File: src/logic/elp_pkg.sv
// constants, types and helpers for the exception and low-power control block
// assumes an 8-bit register port with a 3-bit word address
package elp_pkg;
	// register word addresses
	localparam logic [2:0] OFS_STAT_ONE = 3'h0; // irq_source_status_one
	localparam logic [2:0] OFS_STAT_TWO = 3'h1; // irq_source_status_two
	localparam logic [2:0] OFS_STAT_THREE = 3'h2; // irq_source_status_three
	localparam logic [2:0] OFS_BRK_FLAG_CTL = 3'h3; // break_flag_control_reg
	localparam logic [2:0] OFS_CFG_ONE = 3'h4; // config_reg_one
	localparam logic [2:0] OFS_BRK_STATUS = 3'h5; // break_status_reg
	// field positions
	localparam int BREAK_FLAG_CLEAR_ENABLE_POS = 7; // break_flag_clear_enable
	localparam int SHORT_STOP_RECOVERY_POS = 0; // short_stop_recovery
	localparam int OSCSTOP_POS = 1; // osc_on_during_stop
	localparam int BREAK_STOP_WAIT_FLAG_POS = 1; // break_stop_wait_flag
	// reset values
	localparam logic [7:0] BRK_FLAG_CTL_RST = 8'h00;
	localparam logic [7:0] CFG_ONE_RST = 8'h00;
	localparam logic [7:0] BRK_STATUS_RST = 8'h00;
	// sources that exist, bit k-1 is source k
	localparam logic [14:0] SRC_PRESENT = 15'h7f7d;
	// stop recovery counts in bus_clock_times_four cycles
	localparam int STOP_REC_LONG = 4096;
	localparam int STOP_REC_SHORT = 32;
	localparam int REC_CNT_W = 13;
	// vector addresses (low byte of each pair)
	localparam logic [15:0] VEC_RESET = 16'hfffe;
	localparam logic [15:0] VEC_SWI = 16'hfffc;
	localparam logic [15:0] VEC_HW_BASE = 16'hfffc;
	// power sequencing states
	typedef enum logic [1:0] {
		ELP_RUN = 2'b00,
		ELP_WAIT = 2'b01,
		ELP_STOP = 2'b10,
		ELP_RECOV = 2'b11
	} elp_pwr_t;
	// hardware source index to vector, higher sources step down by pairs
	function automatic logic [15:0] elp_hw_vec(input logic [3:0] idx);
		elp_hw_vec = VEC_HW_BASE - {11'h000, idx, 1'b0};
	endfunction
endpackage

File: src/logic/elp_core_if.sv
// carrier between the control top and its arbiter and recovery counter
// assumes one clock domain; the interface holds no logic
`timescale 1ns/1ps
interface elp_core_if;
	logic [15:1] req; // enabled, present requests
	logic pick_vld; // some request is pending
	logic [3:0] pick_idx; // winning source number
	logic [15:0] pick_vec; // its vector address
	logic cnt_clr; // hold recovery counter at zero
	logic cnt_run; // let recovery counter advance
	logic cnt_short; // short recovery selected
	logic cnt_done; // recovery time elapsed
	modport arb (input req, output pick_vld, output pick_idx, output pick_vec);
	modport cnt (input cnt_clr, input cnt_run, input cnt_short, output cnt_done);
	modport top (output req, output cnt_clr, output cnt_run, output cnt_short,
		input pick_vld, input pick_idx, input pick_vec, input cnt_done);
endinterface

File: src/logic/elp_arbiter.sv
// fixed priority pick among hardware interrupt sources
// assumes requests already qualified by enables and the global mask
`timescale 1ns/1ps
module elp_arbiter (
	elp_core_if.arb core
);
	// lowest source number wins, so scan from the top of the numbering downward and let the last hit stand
	always_comb begin
		core.pick_vld = 1'b0;
		core.pick_idx = 4'h0;
		for (int i = 15; i >= 1; i--) begin
			if (core.req[i]) begin
				core.pick_vld = 1'b1;
				core.pick_idx = 4'(i);
			end
		end
		core.pick_vec = elp_pkg::elp_hw_vec(core.pick_idx);
	end
endmodule // elp_arbiter

File: src/logic/elp_ctrl.sv
// exception and low-power control: arbitration, vectors, mask, break, wait/stop
// assumes cpu strobes are one-cycle pulses synchronous to clk (the 4x bus clock)
//
// What this block does
// - latched interrupt holds until serviced or mask cleared
// - entry pushes registers, sets mask; return restores
// - check requests only at instruction boundaries
// - highest priority pending source served first
// - fixed vector pairs per source
// - global mask gates hardware sources only; swi, break and reset pass
// - software interrupt taken unless reset in the same cycle
// - software pushes pc, hardware pushes pc minus one
// - one status flag per maskable source
// - flag reads one while request present
// - status one bits 0,1,3 read zero
// - resets highest priority, bypass arbitration
// - break forces software interrupt vector fetch
// - break protects flags unless clear enable set
// - flag cleared in break stays cleared
// - two-step clears protected across break entry
// - wait or stop gates cpu, clears mask
// - wait keeps peripheral clocks, interrupt wakes cpu
// - reset or break exits wait, break sets flag
// - stop clears counter, gates clocks, recovery delay
// - osc on during stop keeps 4x clock
// - recovery 4096 cycles, or 32 when short
//
// Our own choices: the register addresses and the plain strobed port.
`timescale 1ns/1ps
module elp_ctrl #(
	parameter int STOP_REC_CYC = elp_pkg::STOP_REC_LONG // shorten in simulation
) (
	input wire logic clk,
	input wire logic nrst,
	input wire logic [2:0] reg_addr,
	input wire logic [7:0] reg_wdata,
	input wire logic reg_wr,
	input wire logic reg_rd,
	output logic [7:0] reg_rdata,
	input wire logic [15:1] src_req,
	input wire logic [15:1] src_en,
	input wire logic rst_req,
	input wire logic brk_req,
	input wire logic instr_done,
	input wire logic swi_exec,
	input wire logic wait_exec,
	input wire logic stop_exec,
	input wire logic rti_exec,
	input wire logic rti_mask,
	input wire logic cli_exec,
	output logic int_start,
	output logic [15:0] int_vec,
	output logic push_pc_dec,
	output logic mask_bit,
	output logic break_state,
	output logic flag_clr_ok,
	output logic cpu_clk_en,
	output logic periph_clk_en,
	output logic clk_x2_en,
	output logic clk_x4_en
);
	elp_core_if core (); // arbiter and counter carrier

	elp_pkg::elp_pwr_t pwr_q; // power state
	elp_pkg::elp_pwr_t pwr_d;
	logic mask_q; // global interrupt mask
	logic lat_vld_q; // an interrupt is latched
	logic [15:0] lat_vec_q; // its vector
	logic brk_pend_q; // break waiting for a boundary
	logic brk_q; // cpu in break state
	logic break_flag_clear_enable_q; // break_flag_clear_enable
	logic short_stop_recovery_q; // short_stop_recovery
	logic oscstop_q; // osc_on_during_stop
	logic break_stop_wait_flag_q; // break_stop_wait_flag
	logic wake_go_q; // first boundary after wakeup
	logic start_q; // entry pulse
	logic [15:0] vec_q; // entry vector
	logic pcdec_q; // entry pushes pc minus one
	logic [7:0] rdata_q; // read data register
	logic [15:1] live; // present sources only
	logic [15:1] armed; // enabled and unmasked
	logic boundary; // instruction boundary seen
	logic wake; // low-power exit request
	logic hw_take; // latched interrupt enters now
	logic brk_take; // break enters now
	logic swi_take; // software interrupt enters now

	// strip sources that do not exist
	assign live = src_req & elp_pkg::SRC_PRESENT;
	// enable per source, then the global mask; swi never passes here
	assign armed = mask_q ? '0 : (live & src_en);
	assign core.req = armed;
	// wakeup counts as a boundary so stacking starts right after
	assign boundary = instr_done | wake_go_q;
	// software interrupt ignores the mask
	assign swi_take = swi_exec & ~rst_req;
	assign brk_take = brk_pend_q & boundary & ~rst_req & ~swi_take;
	// latched hardware entry yields only to reset, swi and break
	assign hw_take = lat_vld_q & pwr_q == elp_pkg::ELP_RUN & ~rst_req
		& ~swi_take & ~brk_take;
	// enabled interrupt or break leaves low power
	assign wake = (|(live & src_en)) | brk_pend_q | brk_req;

	elp_arbiter u_arb (
		.core(core)
	);

	elp_rec_counter #(
		.LONG_CYC(STOP_REC_CYC)
	) u_rec (
		.clk(clk),
		.nrst(nrst),
		.core(core)
	);

	// counter held at zero through stop, runs only in recovery
	assign core.cnt_clr = pwr_q == elp_pkg::ELP_STOP;
	assign core.cnt_run = pwr_q == elp_pkg::ELP_RECOV;
	assign core.cnt_short = short_stop_recovery_q;

	// power state transitions
	always_comb begin
		pwr_d = pwr_q;
		unique case (pwr_q)
			elp_pkg::ELP_RUN: begin
				if (wait_exec) begin
					pwr_d = elp_pkg::ELP_WAIT;
				end else if (stop_exec) begin
					pwr_d = elp_pkg::ELP_STOP;
				end
			end
			elp_pkg::ELP_WAIT: begin
				// peripherals still clocked, so their requests can wake us
				if (wake) begin
					pwr_d = elp_pkg::ELP_RUN;
				end
			end
			elp_pkg::ELP_STOP: begin
				if (wake) begin
					pwr_d = elp_pkg::ELP_RECOV;
				end
			end
			elp_pkg::ELP_RECOV: begin
				// stacking waits for the oscillator to settle
				if (core.cnt_done) begin
					pwr_d = elp_pkg::ELP_RUN;
				end
			end
		endcase
		// any reset leaves low power at once
		if (rst_req) begin
			pwr_d = elp_pkg::ELP_RUN;
		end
	end

	// power state register
	always_ff @(posedge clk or negedge nrst) begin
		if (!nrst) begin
			pwr_q <= elp_pkg::ELP_RUN;
		end else begin
			pwr_q <= pwr_d;
		end
	end

	// one-shot boundary when the cpu gets its clock back
	always_ff @(posedge clk or negedge nrst) begin
		if (!nrst) begin
			wake_go_q <= 1'b0;
		end else begin
			wake_go_q <= pwr_q != elp_pkg::ELP_RUN && pwr_d == elp_pkg::ELP_RUN && !rst_req;
		end
	end

	// clock gating from the power state
	always_comb begin
		cpu_clk_en = pwr_q == elp_pkg::ELP_RUN;
		// peripherals keep running in wait only
		periph_clk_en = pwr_q == elp_pkg::ELP_RUN || pwr_q == elp_pkg::ELP_WAIT;
		clk_x2_en = periph_clk_en;
		// recovery needs the 4x clock to time itself
		clk_x4_en = pwr_q != elp_pkg::ELP_STOP || oscstop_q;
	end

	// latch one hardware interrupt at a boundary
	always_ff @(posedge clk or negedge nrst) begin
		if (!nrst) begin
			lat_vld_q <= 1'b0;
			lat_vec_q <= 16'h0000;
		end else if (rst_req) begin
			lat_vld_q <= 1'b0;
		end else if (hw_take) begin
			lat_vld_q <= 1'b0; // serviced
		end else if (cli_exec && lat_vld_q) begin
			// mask cleared: a new arbitration may pick another
			lat_vld_q <= 1'b0;
		end else if (!lat_vld_q && boundary && core.pick_vld && !swi_take) begin
			// later higher requests cannot displace this one
			lat_vld_q <= 1'b1;
			lat_vec_q <= core.pick_vec;
		end
	end

	// break request waits for a boundary or wakes low power
	always_ff @(posedge clk or negedge nrst) begin
		if (!nrst) begin
			brk_pend_q <= 1'b0;
		end else if (rst_req || brk_take) begin
			brk_pend_q <= 1'b0;
		end else if (brk_req) begin
			brk_pend_q <= 1'b1;
		end
	end

	// break state, left on return from the break handler
	always_ff @(posedge clk or negedge nrst) begin
		if (!nrst) begin
			brk_q <= 1'b0;
		end else if (rst_req) begin
			brk_q <= 1'b0;
		end else if (brk_take) begin
			brk_q <= 1'b1;
		end else if (rti_exec) begin
			brk_q <= 1'b0;
		end
	end

	// global interrupt mask
	always_ff @(posedge clk or negedge nrst) begin
		if (!nrst) begin
			mask_q <= 1'b1;
		end else if (rst_req || swi_take || brk_take || hw_take) begin
			mask_q <= 1'b1; // blocks further interrupts
		end else if (pwr_q == elp_pkg::ELP_RUN && (wait_exec || stop_exec)) begin
			mask_q <= 1'b0; // lets interrupts wake the cpu
		end else if (rti_exec) begin
			mask_q <= rti_mask; // stacked value restored
		end else if (cli_exec) begin
			mask_q <= 1'b0;
		end
	end

	// entry pulse with vector and stacked pc form
	always_ff @(posedge clk or negedge nrst) begin
		if (!nrst) begin
			start_q <= 1'b0;
			vec_q <= 16'h0000;
			pcdec_q <= 1'b0;
		end else begin
			start_q <= rst_req | swi_take | brk_take | hw_take;
			if (rst_req) begin
				vec_q <= elp_pkg::VEC_RESET; // no arbitration
				pcdec_q <= 1'b0;
			end else if (swi_take) begin
				vec_q <= elp_pkg::VEC_SWI;
				pcdec_q <= 1'b0; // pc as is
			end else if (brk_take) begin
				vec_q <= elp_pkg::VEC_SWI;
				pcdec_q <= 1'b1;
			end else if (hw_take) begin
				vec_q <= lat_vec_q;
				pcdec_q <= 1'b1;
			end
		end
	end

	// software registers, source status registers ignore writes
	always_ff @(posedge clk or negedge nrst) begin
		if (!nrst) begin
			break_flag_clear_enable_q <= elp_pkg::BRK_FLAG_CTL_RST[elp_pkg::BREAK_FLAG_CLEAR_ENABLE_POS];
			short_stop_recovery_q <= elp_pkg::CFG_ONE_RST[elp_pkg::SHORT_STOP_RECOVERY_POS];
			oscstop_q <= elp_pkg::CFG_ONE_RST[elp_pkg::OSCSTOP_POS];
		end else if (reg_wr) begin
			unique case (reg_addr)
				elp_pkg::OFS_BRK_FLAG_CTL: begin
					break_flag_clear_enable_q <= reg_wdata[elp_pkg::BREAK_FLAG_CLEAR_ENABLE_POS];
				end
				elp_pkg::OFS_CFG_ONE: begin
					short_stop_recovery_q <= reg_wdata[elp_pkg::SHORT_STOP_RECOVERY_POS];
					oscstop_q <= reg_wdata[elp_pkg::OSCSTOP_POS];
				end
				default: begin
					// status and unmapped words take no write
				end
			endcase
		end
	end

	// break in wait or stop sets the flag; set beats a same-cycle clear
	always_ff @(posedge clk or negedge nrst) begin
		if (!nrst) begin
			break_stop_wait_flag_q <= elp_pkg::BRK_STATUS_RST[elp_pkg::BREAK_STOP_WAIT_FLAG_POS];
		end else if (brk_take && wake_go_q) begin
			break_stop_wait_flag_q <= 1'b1;
		end else if (reg_wr && reg_addr == elp_pkg::OFS_BRK_STATUS && !reg_wdata[elp_pkg::BREAK_STOP_WAIT_FLAG_POS]) begin
			break_stop_wait_flag_q <= 1'b0;
		end
	end

	// read data for one cycle after the strobe, zero otherwise
	always_ff @(posedge clk or negedge nrst) begin
		if (!nrst) begin
			rdata_q <= 8'h00;
		end else if (reg_rd) begin
			unique case (reg_addr)
				elp_pkg::OFS_STAT_ONE: begin
					// live request levels, bits 0,1,3 fixed low
					rdata_q <= {live[6:3], 1'b0, live[1], 2'b00};
				end
				elp_pkg::OFS_STAT_TWO: begin
					rdata_q <= {live[14:9], 1'b0, live[7]};
				end
				elp_pkg::OFS_STAT_THREE: begin
					rdata_q <= {7'h00, live[15]};
				end
				elp_pkg::OFS_BRK_FLAG_CTL: begin
					rdata_q <= {break_flag_clear_enable_q, 7'h00};
				end
				elp_pkg::OFS_CFG_ONE: begin
					rdata_q <= {6'h00, oscstop_q, short_stop_recovery_q};
				end
				elp_pkg::OFS_BRK_STATUS: begin
					rdata_q <= {6'h00, break_stop_wait_flag_q, 1'b0};
				end
				default: begin
					rdata_q <= 8'h00; // unmapped reads zero
				end
			endcase
		end else begin
			rdata_q <= 8'h00;
		end
	end

	// peripherals gate their clear strobes on this; a two-step clear whose
	// first step came before break still needs this high on its second
	// step, and a flag cleared here stays cleared since nothing restores it
	assign flag_clr_ok = !brk_q || break_flag_clear_enable_q;

	assign reg_rdata = rdata_q;
	assign int_start = start_q;
	assign int_vec = vec_q;
	assign push_pc_dec = pcdec_q;
	assign mask_bit = mask_q;
	assign break_state = brk_q;
endmodule // elp_ctrl

File: src/logic/elp_rec_counter.sv
// stop recovery counter
// assumes clr and run are never high together; clr wins if they are
`timescale 1ns/1ps
module elp_rec_counter #(
	parameter int LONG_CYC = elp_pkg::STOP_REC_LONG
) (
	input wire logic clk,
	input wire logic nrst,
	elp_core_if.cnt core
);
	logic [elp_pkg::REC_CNT_W-1:0] cnt_q; // elapsed recovery cycles
	logic [elp_pkg::REC_CNT_W-1:0] target; // cycles to wait
	// target picked live, so the setting in force on each recovery cycle is used
	assign target = core.cnt_short ? elp_pkg::REC_CNT_W'(elp_pkg::STOP_REC_SHORT)
		: elp_pkg::REC_CNT_W'(LONG_CYC);
	assign core.cnt_done = core.cnt_run && (cnt_q == target);
	// count while running, saturate at the target
	always_ff @(posedge clk or negedge nrst) begin
		if (!nrst) begin
			cnt_q <= '0;
		end else if (core.cnt_clr) begin
			cnt_q <= '0;
		end else if (core.cnt_run && cnt_q != target) begin
			cnt_q <= cnt_q + 1'b1;
		end
	end
endmodule // elp_rec_counter

File: config.mk
export PLATFORM = sky130hd
export DESIGN_NAME = elp_ctrl
export DESIGN_NICKNAME = d
export VERILOG_FILES = /design/src/logic/elp_pkg.sv /design/src/logic/elp_core_if.sv /design/src/logic/elp_arbiter.sv /design/src/logic/elp_ctrl.sv /design/src/logic/elp_rec_counter.sv
export SDC_FILE = /design/constraint.sdc
export NUM_CORES = 1
export LEC_CHECK = 0
export ABC_AREA = 0
export BUFFER_PORTS_ARGS = -buffer_cell sky130_fd_sc_hd__buf_2
export CORE_MARGIN = 2
export CORE_UTILIZATION = 54
export CTS_CLUSTER_DIAMETER = 60
export DETAILED_ROUTE_END_ITERATION = 10
export PLACE_DENSITY = 0.9
export SLEW_MARGIN = 20
export SYNTH_ARGS = -nofsm -noshare
export SYNTH_HDL_FRONTEND = slang
export SYNTH_SLANG_ARGS = --single-unit
File: constraint.sdc
create_clock -name clk -period 2.6 [get_ports clk]
set_input_delay 0.39 -clock clk [delete_from_list [all_inputs] [get_ports clk]]
set_output_delay 0.39 -clock clk [all_outputs]
set_load 0.05 [all_outputs]
# Word-level counts from Yosys, hierarchy flattened
# Index checks and enable logic that the tools add are counted.
dict set report op_classes {
  muxes 66
  addsub 2
  n_reduce_logical 40
  bitwise 20
  n_eq_ne 11
}
# op n
set ops {}
lappend ops {{16-bit 2-to-1 mux} 4}
lappend ops {{4-bit 2-to-1 mux} 15}
lappend ops {{8-bit one-hot mux with 6 select lines} 1}
lappend ops {{13-bit 2-to-1 mux} 3}
lappend ops {{1-bit 2-to-1 mux} 34}
lappend ops {{15-bit bitwise AND} 1}
lappend ops {{15-bit 2-to-1 mux} 1}
lappend ops {{15-bit OR reduction} 1}
lappend ops {{13-bit by 1-bit adder with 13-bit output (second input constant)} 1}
lappend ops {{13-bit == test} 1}
lappend ops {{13-bit != test} 1}
lappend ops {{1-bit logical AND} 12}
lappend ops {{2-bit 2-to-1 mux} 6}
lappend ops {{4-bit nonzero test} 3}
lappend ops {{1-bit bitwise AND} 8}
lappend ops {{1-bit logical OR} 8}
lappend ops {{8-bit 2-to-1 mux} 1}
lappend ops {{2-bit one-hot mux with 4 select lines} 1}
lappend ops {{2-bit nonzero test} 4}
lappend ops {{3-bit by 6-bit subtractor with 7-bit output (first input constant)} 1}
lappend ops {{3-bit by 2-bit == test with 1-bit output (second input constant)} 2}
lappend ops {{3-bit == test (second input constant)} 2}
lappend ops {{1-bit OR} 6}
lappend ops {{1-bit logical NOT} 5}
lappend ops {{other kinds (10)} 17}
dict set report word_totals {
  output_inout_bits 33
  reg_bits 66
}

# Longest topological paths before layout
dict set report logic_depth {
  depth_word 23
  mapped_depth 8
}

# Cells and area by module
# Synthesis repeated with hierarchy kept, for this count alone.
dict set report unflattened {
  cells_unflattened 339
  area_unflattened_um2 3438.3
}
# module n_inst area_each_um2 seq_area_each_um2 cells_per_inst
set by_module_without_submodules {}
lappend by_module_without_submodules {elp_ctrl 1 2363.5 1327.5 210}
lappend by_module_without_submodules {elp_rec_counter 1 728.2 325.3 78}
lappend by_module_without_submodules {elp_arbiter 1 346.6 0.0 51}

# Worst setup path after synthesis
# No wires, ideal clock.
dict set report synth_timing {
  path_kind {register to register}
  from {register pwr_q[0]}
  to {register vec_q[1] (netlist: int_vec[1])}
  path_buffers 0
  t_arrival_ns 1.980
  t_required_ns 2.505
  setup_ns 0.095
  path_stages_with_launch 5
  setup_slack_ns 0.525
  path_cell_list {dfrtp_1 -> nor2_1 -> nand2_1 -> mux2i_1 -> o31ai_1}
}
dict set report synth_via {
  elab_chain_cells 6
}
# item line_no
set synth_rtl {}
lappend synth_rtl {{from (decl)} elp_ctrl.sv:64} ;# elp_pkg::elp_pwr_t pwr_q;
lappend synth_rtl {{from (signal assigned)} elp_ctrl.sv:159} ;# pwr_q <= elp_pkg::ELP_RUN;
lappend synth_rtl {{from (signal assigned)} elp_ctrl.sv:161} ;# pwr_q <= pwr_d;
lappend synth_rtl {{2-bit logical NOT} --}
lappend synth_rtl {{named net cpu_clk_en} elp_ctrl.sv:57} ;# output logic cpu_clk_en,
lappend synth_rtl {{1-bit bitwise AND (2 in a row)} elp_ctrl.sv:99} ;# assign hw_take = lat_vld_q & pwr_q == elp_pkg::ELP_RUN & ~rst_req
lappend synth_rtl {{1-bit bitwise AND (2 in a row)} elp_ctrl.sv:100} ;# & ~swi_take & ~brk_take;
lappend synth_rtl {{4-bit nonzero test (no line)} --}
lappend synth_rtl {{to (signal assigned)} elp_ctrl.sv:251} ;# vec_q <= elp_pkg::VEC_RESET;
lappend synth_rtl {{to (signal assigned)} elp_ctrl.sv:254} ;# vec_q <= elp_pkg::VEC_SWI;
lappend synth_rtl {{to (signal assigned)} elp_ctrl.sv:257} ;# vec_q <= elp_pkg::VEC_SWI;
lappend synth_rtl {{to (decl)} elp_ctrl.sv:77} ;# logic [15:0] vec_q;
# The timed path passes the listed nets, and every way through them passes these cells.
# A chain may end at the register's enable or synchronous reset.

# Worst setup path in the final report
dict set report layout_timing {
  from {input port src_req[11] in the netlist's numbering}
  to {register pwr_q[0]}
}
dict set report layout_via {
  elab_chain_cells 7
  word_cells_on_any_way 8
  classes_between {4 x mux; 3 x bitwise; 1 x reduce/logical}
}
# item line_no
set layout_rtl {}
lappend layout_rtl {{from (decl)} elp_ctrl.sv:40} ;# input wire logic [15:1] src_req,
lappend layout_rtl {{15-bit bitwise AND (*)} elp_ctrl.sv:102} ;# assign wake = (|(live & src_en)) | brk_pend_q | brk_req;
lappend layout_rtl {{15-bit OR reduction (*)} elp_ctrl.sv:102}
lappend layout_rtl {{1-bit OR (*) (2 in a row)} elp_ctrl.sv:102}
lappend layout_rtl {{2-bit 2-to-1 mux (on tied branches)} {elp_ctrl.sv:139, elp_ctrl.sv:134}}
lappend layout_rtl {{2-bit one-hot mux with 4 select lines (*)} elp_ctrl.sv:124} ;# unique case (pwr_q)
lappend layout_rtl {{2-bit 2-to-1 mux (*)} elp_ctrl.sv:151} ;# if (rst_req) begin
lappend layout_rtl {{named net pwr_d[0]} elp_ctrl.sv:65} ;# elp_pkg::elp_pwr_t pwr_d;
# Mark *: on every way through the listed nets, which the timed path passes. The rest lies on a longest branch.

==> reports/summary.log <==
qor: layout.final_cell_mix buf_2, dfrtp_1, nand2_1
qor: grt.grt_use_total 0.2291
qor: cts.ctsLongestPathBuffers 2
qor: sta.finalHoldViolations 0
qor: power.peakVddDrop 0.2524 mV
qor: power.power.switching 0.4906 mW
qor: synth.yosys_register_bits 46
qor: placement.dpl-instance-area 2823 um^2
qor: sta.fin_skew 0.004150 ns
qor: synth.synth_flop_cell dfrtp_1
qor: layout.multi_input_comb_area 1176 um^2
qor: cts.worstSkewPairLatency 0.30 ns
qor: placement.post-place-ws 0.3295 ns
qor: floorplanning.initial_core_util 0.5639
qor: layout.postLayoutCoreUtil 0.6630
qor: drt.wl 5541 um
qor: worst_setup_path.critPathMaxFanout 3
qor: sta.timing.setup.tns 0 ns
qor: placement.place.port_buffers 76
qor: floorplanning.die_w 71.67 um
qor: grt.grt_pass1_wl 9183 um
qor: drt.drt.antenna.violating_nets 0
qor: cts.root_buffer clkbuf_8
qor: flow_run.drv.max_cap_violation_count 0
qor: synth.synth.cell_area 2472 um^2
qor: sta.post-route-worst-setup-slack 0.6457 ns
qor: hold_path.worstHoldPathType in -> async
qor: cts.tritoncts built
qor: worst_setup_path.critical_path.reg2reg.endpoint u_rec.cnt_q[6]
qor: floorplanning.die_h 71.67 um
qor: worst_setup_path.end_kind flip-flop
qor: synth.average_size_of_a_mapped_cell 9.658 um^2
qor: layout.final.fill_count 355
qor: outcome.outcome complete, no violations
qor: cts.clock-sinks 46
qor: synth.async_flop_share 1.000
qor: layout.commonest_non_fill_non_tap_cell_in_the_layout buf_2
qor: grt.first_global_vias 2093
qor: worst_setup_path.reg2reg_depth 7
qor: power.power 1.576 mW
qor: layout.regArea 1152 um^2
qor: power.leakagePower 1.411 nW
qor: cts.htree_num_levels 2
qor: synth.synth.lib_cells_used.distinct 52
qor: power.cellPowerDensity 542.3 nW/um^2
qor: sta.finalSetupViolCount 0
qor: sta.tightest_slew 0.7510 ns
qor: layout.final_design_area_no_fill 2907 um^2
qor: floorplanning.coreArea 4384 um^2
qor: placement.routabilityCongestion 0.8980
qor: drt.route.detailed.vias_per_inst 5.777
qor: layout.finish.net_count 382
qor: drt.initialDrtViolationCount 176
qor: drt.avgRoutedWirePerCell 14.70 um
qor: worst_setup_path.timing_worst_setup_path_type in -> reg
qor: worst_setup_path.required 2.81 ns
qor: cts.clk_pin_slew_worst_paths 0.08 ns
qor: sta.unrepaired_setup_endpoints_after_global_routing no
qor: sta.clock.fmax 511.7 MHz
qor: layout.synthToLayoutAreaGrowth 17.56%
qor: drt.detail_route.drc_violations 0
qor: drt.routed-via-count 2178
qor: synth.synthesis.nets 313
qor: worst_setup_path.crit_path_start_kind input port
qor: power.power.clock.fraction 0.265
qor: synth.yosysWarningCount 0
qor: sta.slew_violations 0
qor: worst_setup_path.startpoint_of_the_worst_setup_timing_path src_req[11]
qor: cts.holdBufCountCts 0
qor: grt.initial_antenna_violation_count 0
qor: synth.synth_enable_flop_cells 0
qor: synth.synth_seq_area_share 0.4661
qor: sta.maxSlewHeadroom 0.4955
qor: cts.post_cts_resize_count 0
qor: sta.post-route-period-util 0.7517
qor: power.power.combinational.fraction 0.207
qor: floorplanning.std_cell_rows 24
qor: power.net_switching_share_of_the_total_power 0.3113
qor: layout.antenna_cells 0
qor: floorplanning.design.die.area 5136 um^2
qor: grt.maximum_number_of_pins_on_one_net_before_global_route_repair 29
qor: drt.detailedRoute.firstPassIterationCount 4
qor: layout.post_route_cells_drive_above_1_share 0.2923
qor: sta.final.min_clock_period 1.954 ns
qor: worst_setup_path.timing.critical_path.arrival 2.17 ns
qor: grt.grt_overflow_total 0
qor: placement.detailed_placement_hpwl 4426 um
qor: cts.postCtsSetupBuffers 0
qor: worst_setup_path.regToRegStartpoint u_rec.cnt_q[5]
qor: worst_setup_path.regToRegSetupSlack 0.81 ns
qor: synth.syn_inst 256
qor: power.flop_pwr_share 0.528
qor: floorplanning.io_pins 87
qor: power.int_pwr 1.086 mW
qor: worst_setup_path.setup.worst_path.end pwr_q[0]
qor: cts.cts_buf_count 5
worst max-delay path, cell delays in order:
cell	delay (ns)
buf_2	0.11
a222oi_1	0.39
nand3_1	0.16
or3_4	0.41
nor3_2	0.15
mux2_1	0.34
a211oi_1	0.22
synthesized netlist by cell type, types with 3 or more instances:
library cell / count / area [um^2]
a21oi_1: 7 / 35.03
a31oi_1: 5 / 31.28
nand2b_1: 8 / 50.05
nor4_1: 4 / 25.02
xnor2_1: 4 / 35.03
ha_1: 3 / 37.54
mux2i_1: 14 / 140.1
nand2_1: 27 / 101.4
a22o_1: 3 / 26.28
and2_1: 4 / 25.02
nor3_1: 5 / 25.02
a22oi_1: 4 / 30.03
nor2_1: 23 / 86.33
nand3_1: 10 / 50.05
inv_1: 9 / 33.78
buf_4: 11 / 82.58
o21ai_0: 15 / 75.07
o21a_1: 4 / 30.03
nand3b_1: 3 / 22.52
mux2_2: 4 / 45.04
nand4_1: 3 / 18.77
dfrtp_1: 45 / 1126
o31ai_1: 4 / 30.03
nor3b_1: 3 / 22.52
power groups by stage:
stage / combinational (mW) / clock [mW] / sequential [mW]
6_report: 0.326 / 0.418 / 0.832
5_1_grt: 0.359 / 0.455 / 0.841
4_1_cts: 0.327 / 0.428 / 0.832
3_5_place_dp: 0.326 / 0 / 0.846
3_3_place_gp: 0.315 / 0 / 0.842
2_1_floorplan: 0.185 / 0 / 0.863
metal layers:
metal | share of wire | global-route usage | routed length [um] | vias up
met1 | 0.40 | 0.2758 | 2243 | 1030
met5 | 0 | 0 | 0 | -
li1 | - | - | - | 1040
met3 | 0.057 | 0.04641 | 314 | 18
met2 | 0.51 | 0.3981 | 2817 | 90
met4 | 0.030 | 0.09853 | 165 | 0
sequential cells by signal (all words and copies together) (netlist names):
register and flops:
pwr_q 2, lat_vld_q 1, mask_bit 1, lat_vec_q 6, int_vec 6, break_flag_clear_enable_q 1, break_state 1, oscstop_q 1
wake_go_q 1, break_stop_wait_flag_q 1, reg_rdata 8, u_rec.cnt_q 13, int_start 1, brk_pend_q 1, push_pc_dec 1, core.cnt_short 1
layout make-up:
type / instances / area share
Clock buffer: 5 / 0.02368
Inverter: 9 / 0.01162
Sequential cell: 46 / 0.3965
Multi-Input combinational cell: 185 / 0.4046
Tap cell: 52 / 0.02238
Clock inverter: 2 / 0.005166
Timing Repair Buffer: 78 / 0.1360
worst min path at each step:
stage / to / slack [ns] / startpoint / cells after the start
floorplan: break_flag_clear_enable_q / 0.09 / nrst / 0
global placement: u_rec.cnt_q[9] / 0.35 / nrst / 1
detailed placement: u_rec.cnt_q[9] / 0.36 / nrst / 1
CTS: int_vec[4] / 0.03 / nrst / 1
global route: push_pc_dec / 0.04 / nrst / 1
finish: u_rec.cnt_q[9] / 0.02 / nrst / 1
through the flow:
stage / std cells / hold slack, ns
3_3_place_gp: 370 / 0.3468
2_1_floorplan: 256 / 0.09441
6_report: 377 / 0.02359
3_5_place_dp: 370 / 0.3571
4_1_cts: 377 / 0.03154
5_1_grt: 377 / 0.04395
logic make-up (layout without fill, tap and decap cells):
group / after synthesis / after routing / synth area share
AO/OA/AOI/OAI: 54 / 54 / 0.1452
AND/OR/NAND/NOR: 102 / 102 / 0.2131
flip-flops: 46 / 46 / 0.4661
buffers and inverters: 25 / 94 / 0.05820
XOR/XNOR: 6 / 6 / 0.02125
adder cells (fa/ha/maj): 3 / 3 / 0.01518
multiplexers: 19 / 19 / 0.07945
other: 1 / 1 / 0.001517
No activity file was read; power rests on OpenSTA's default activity.
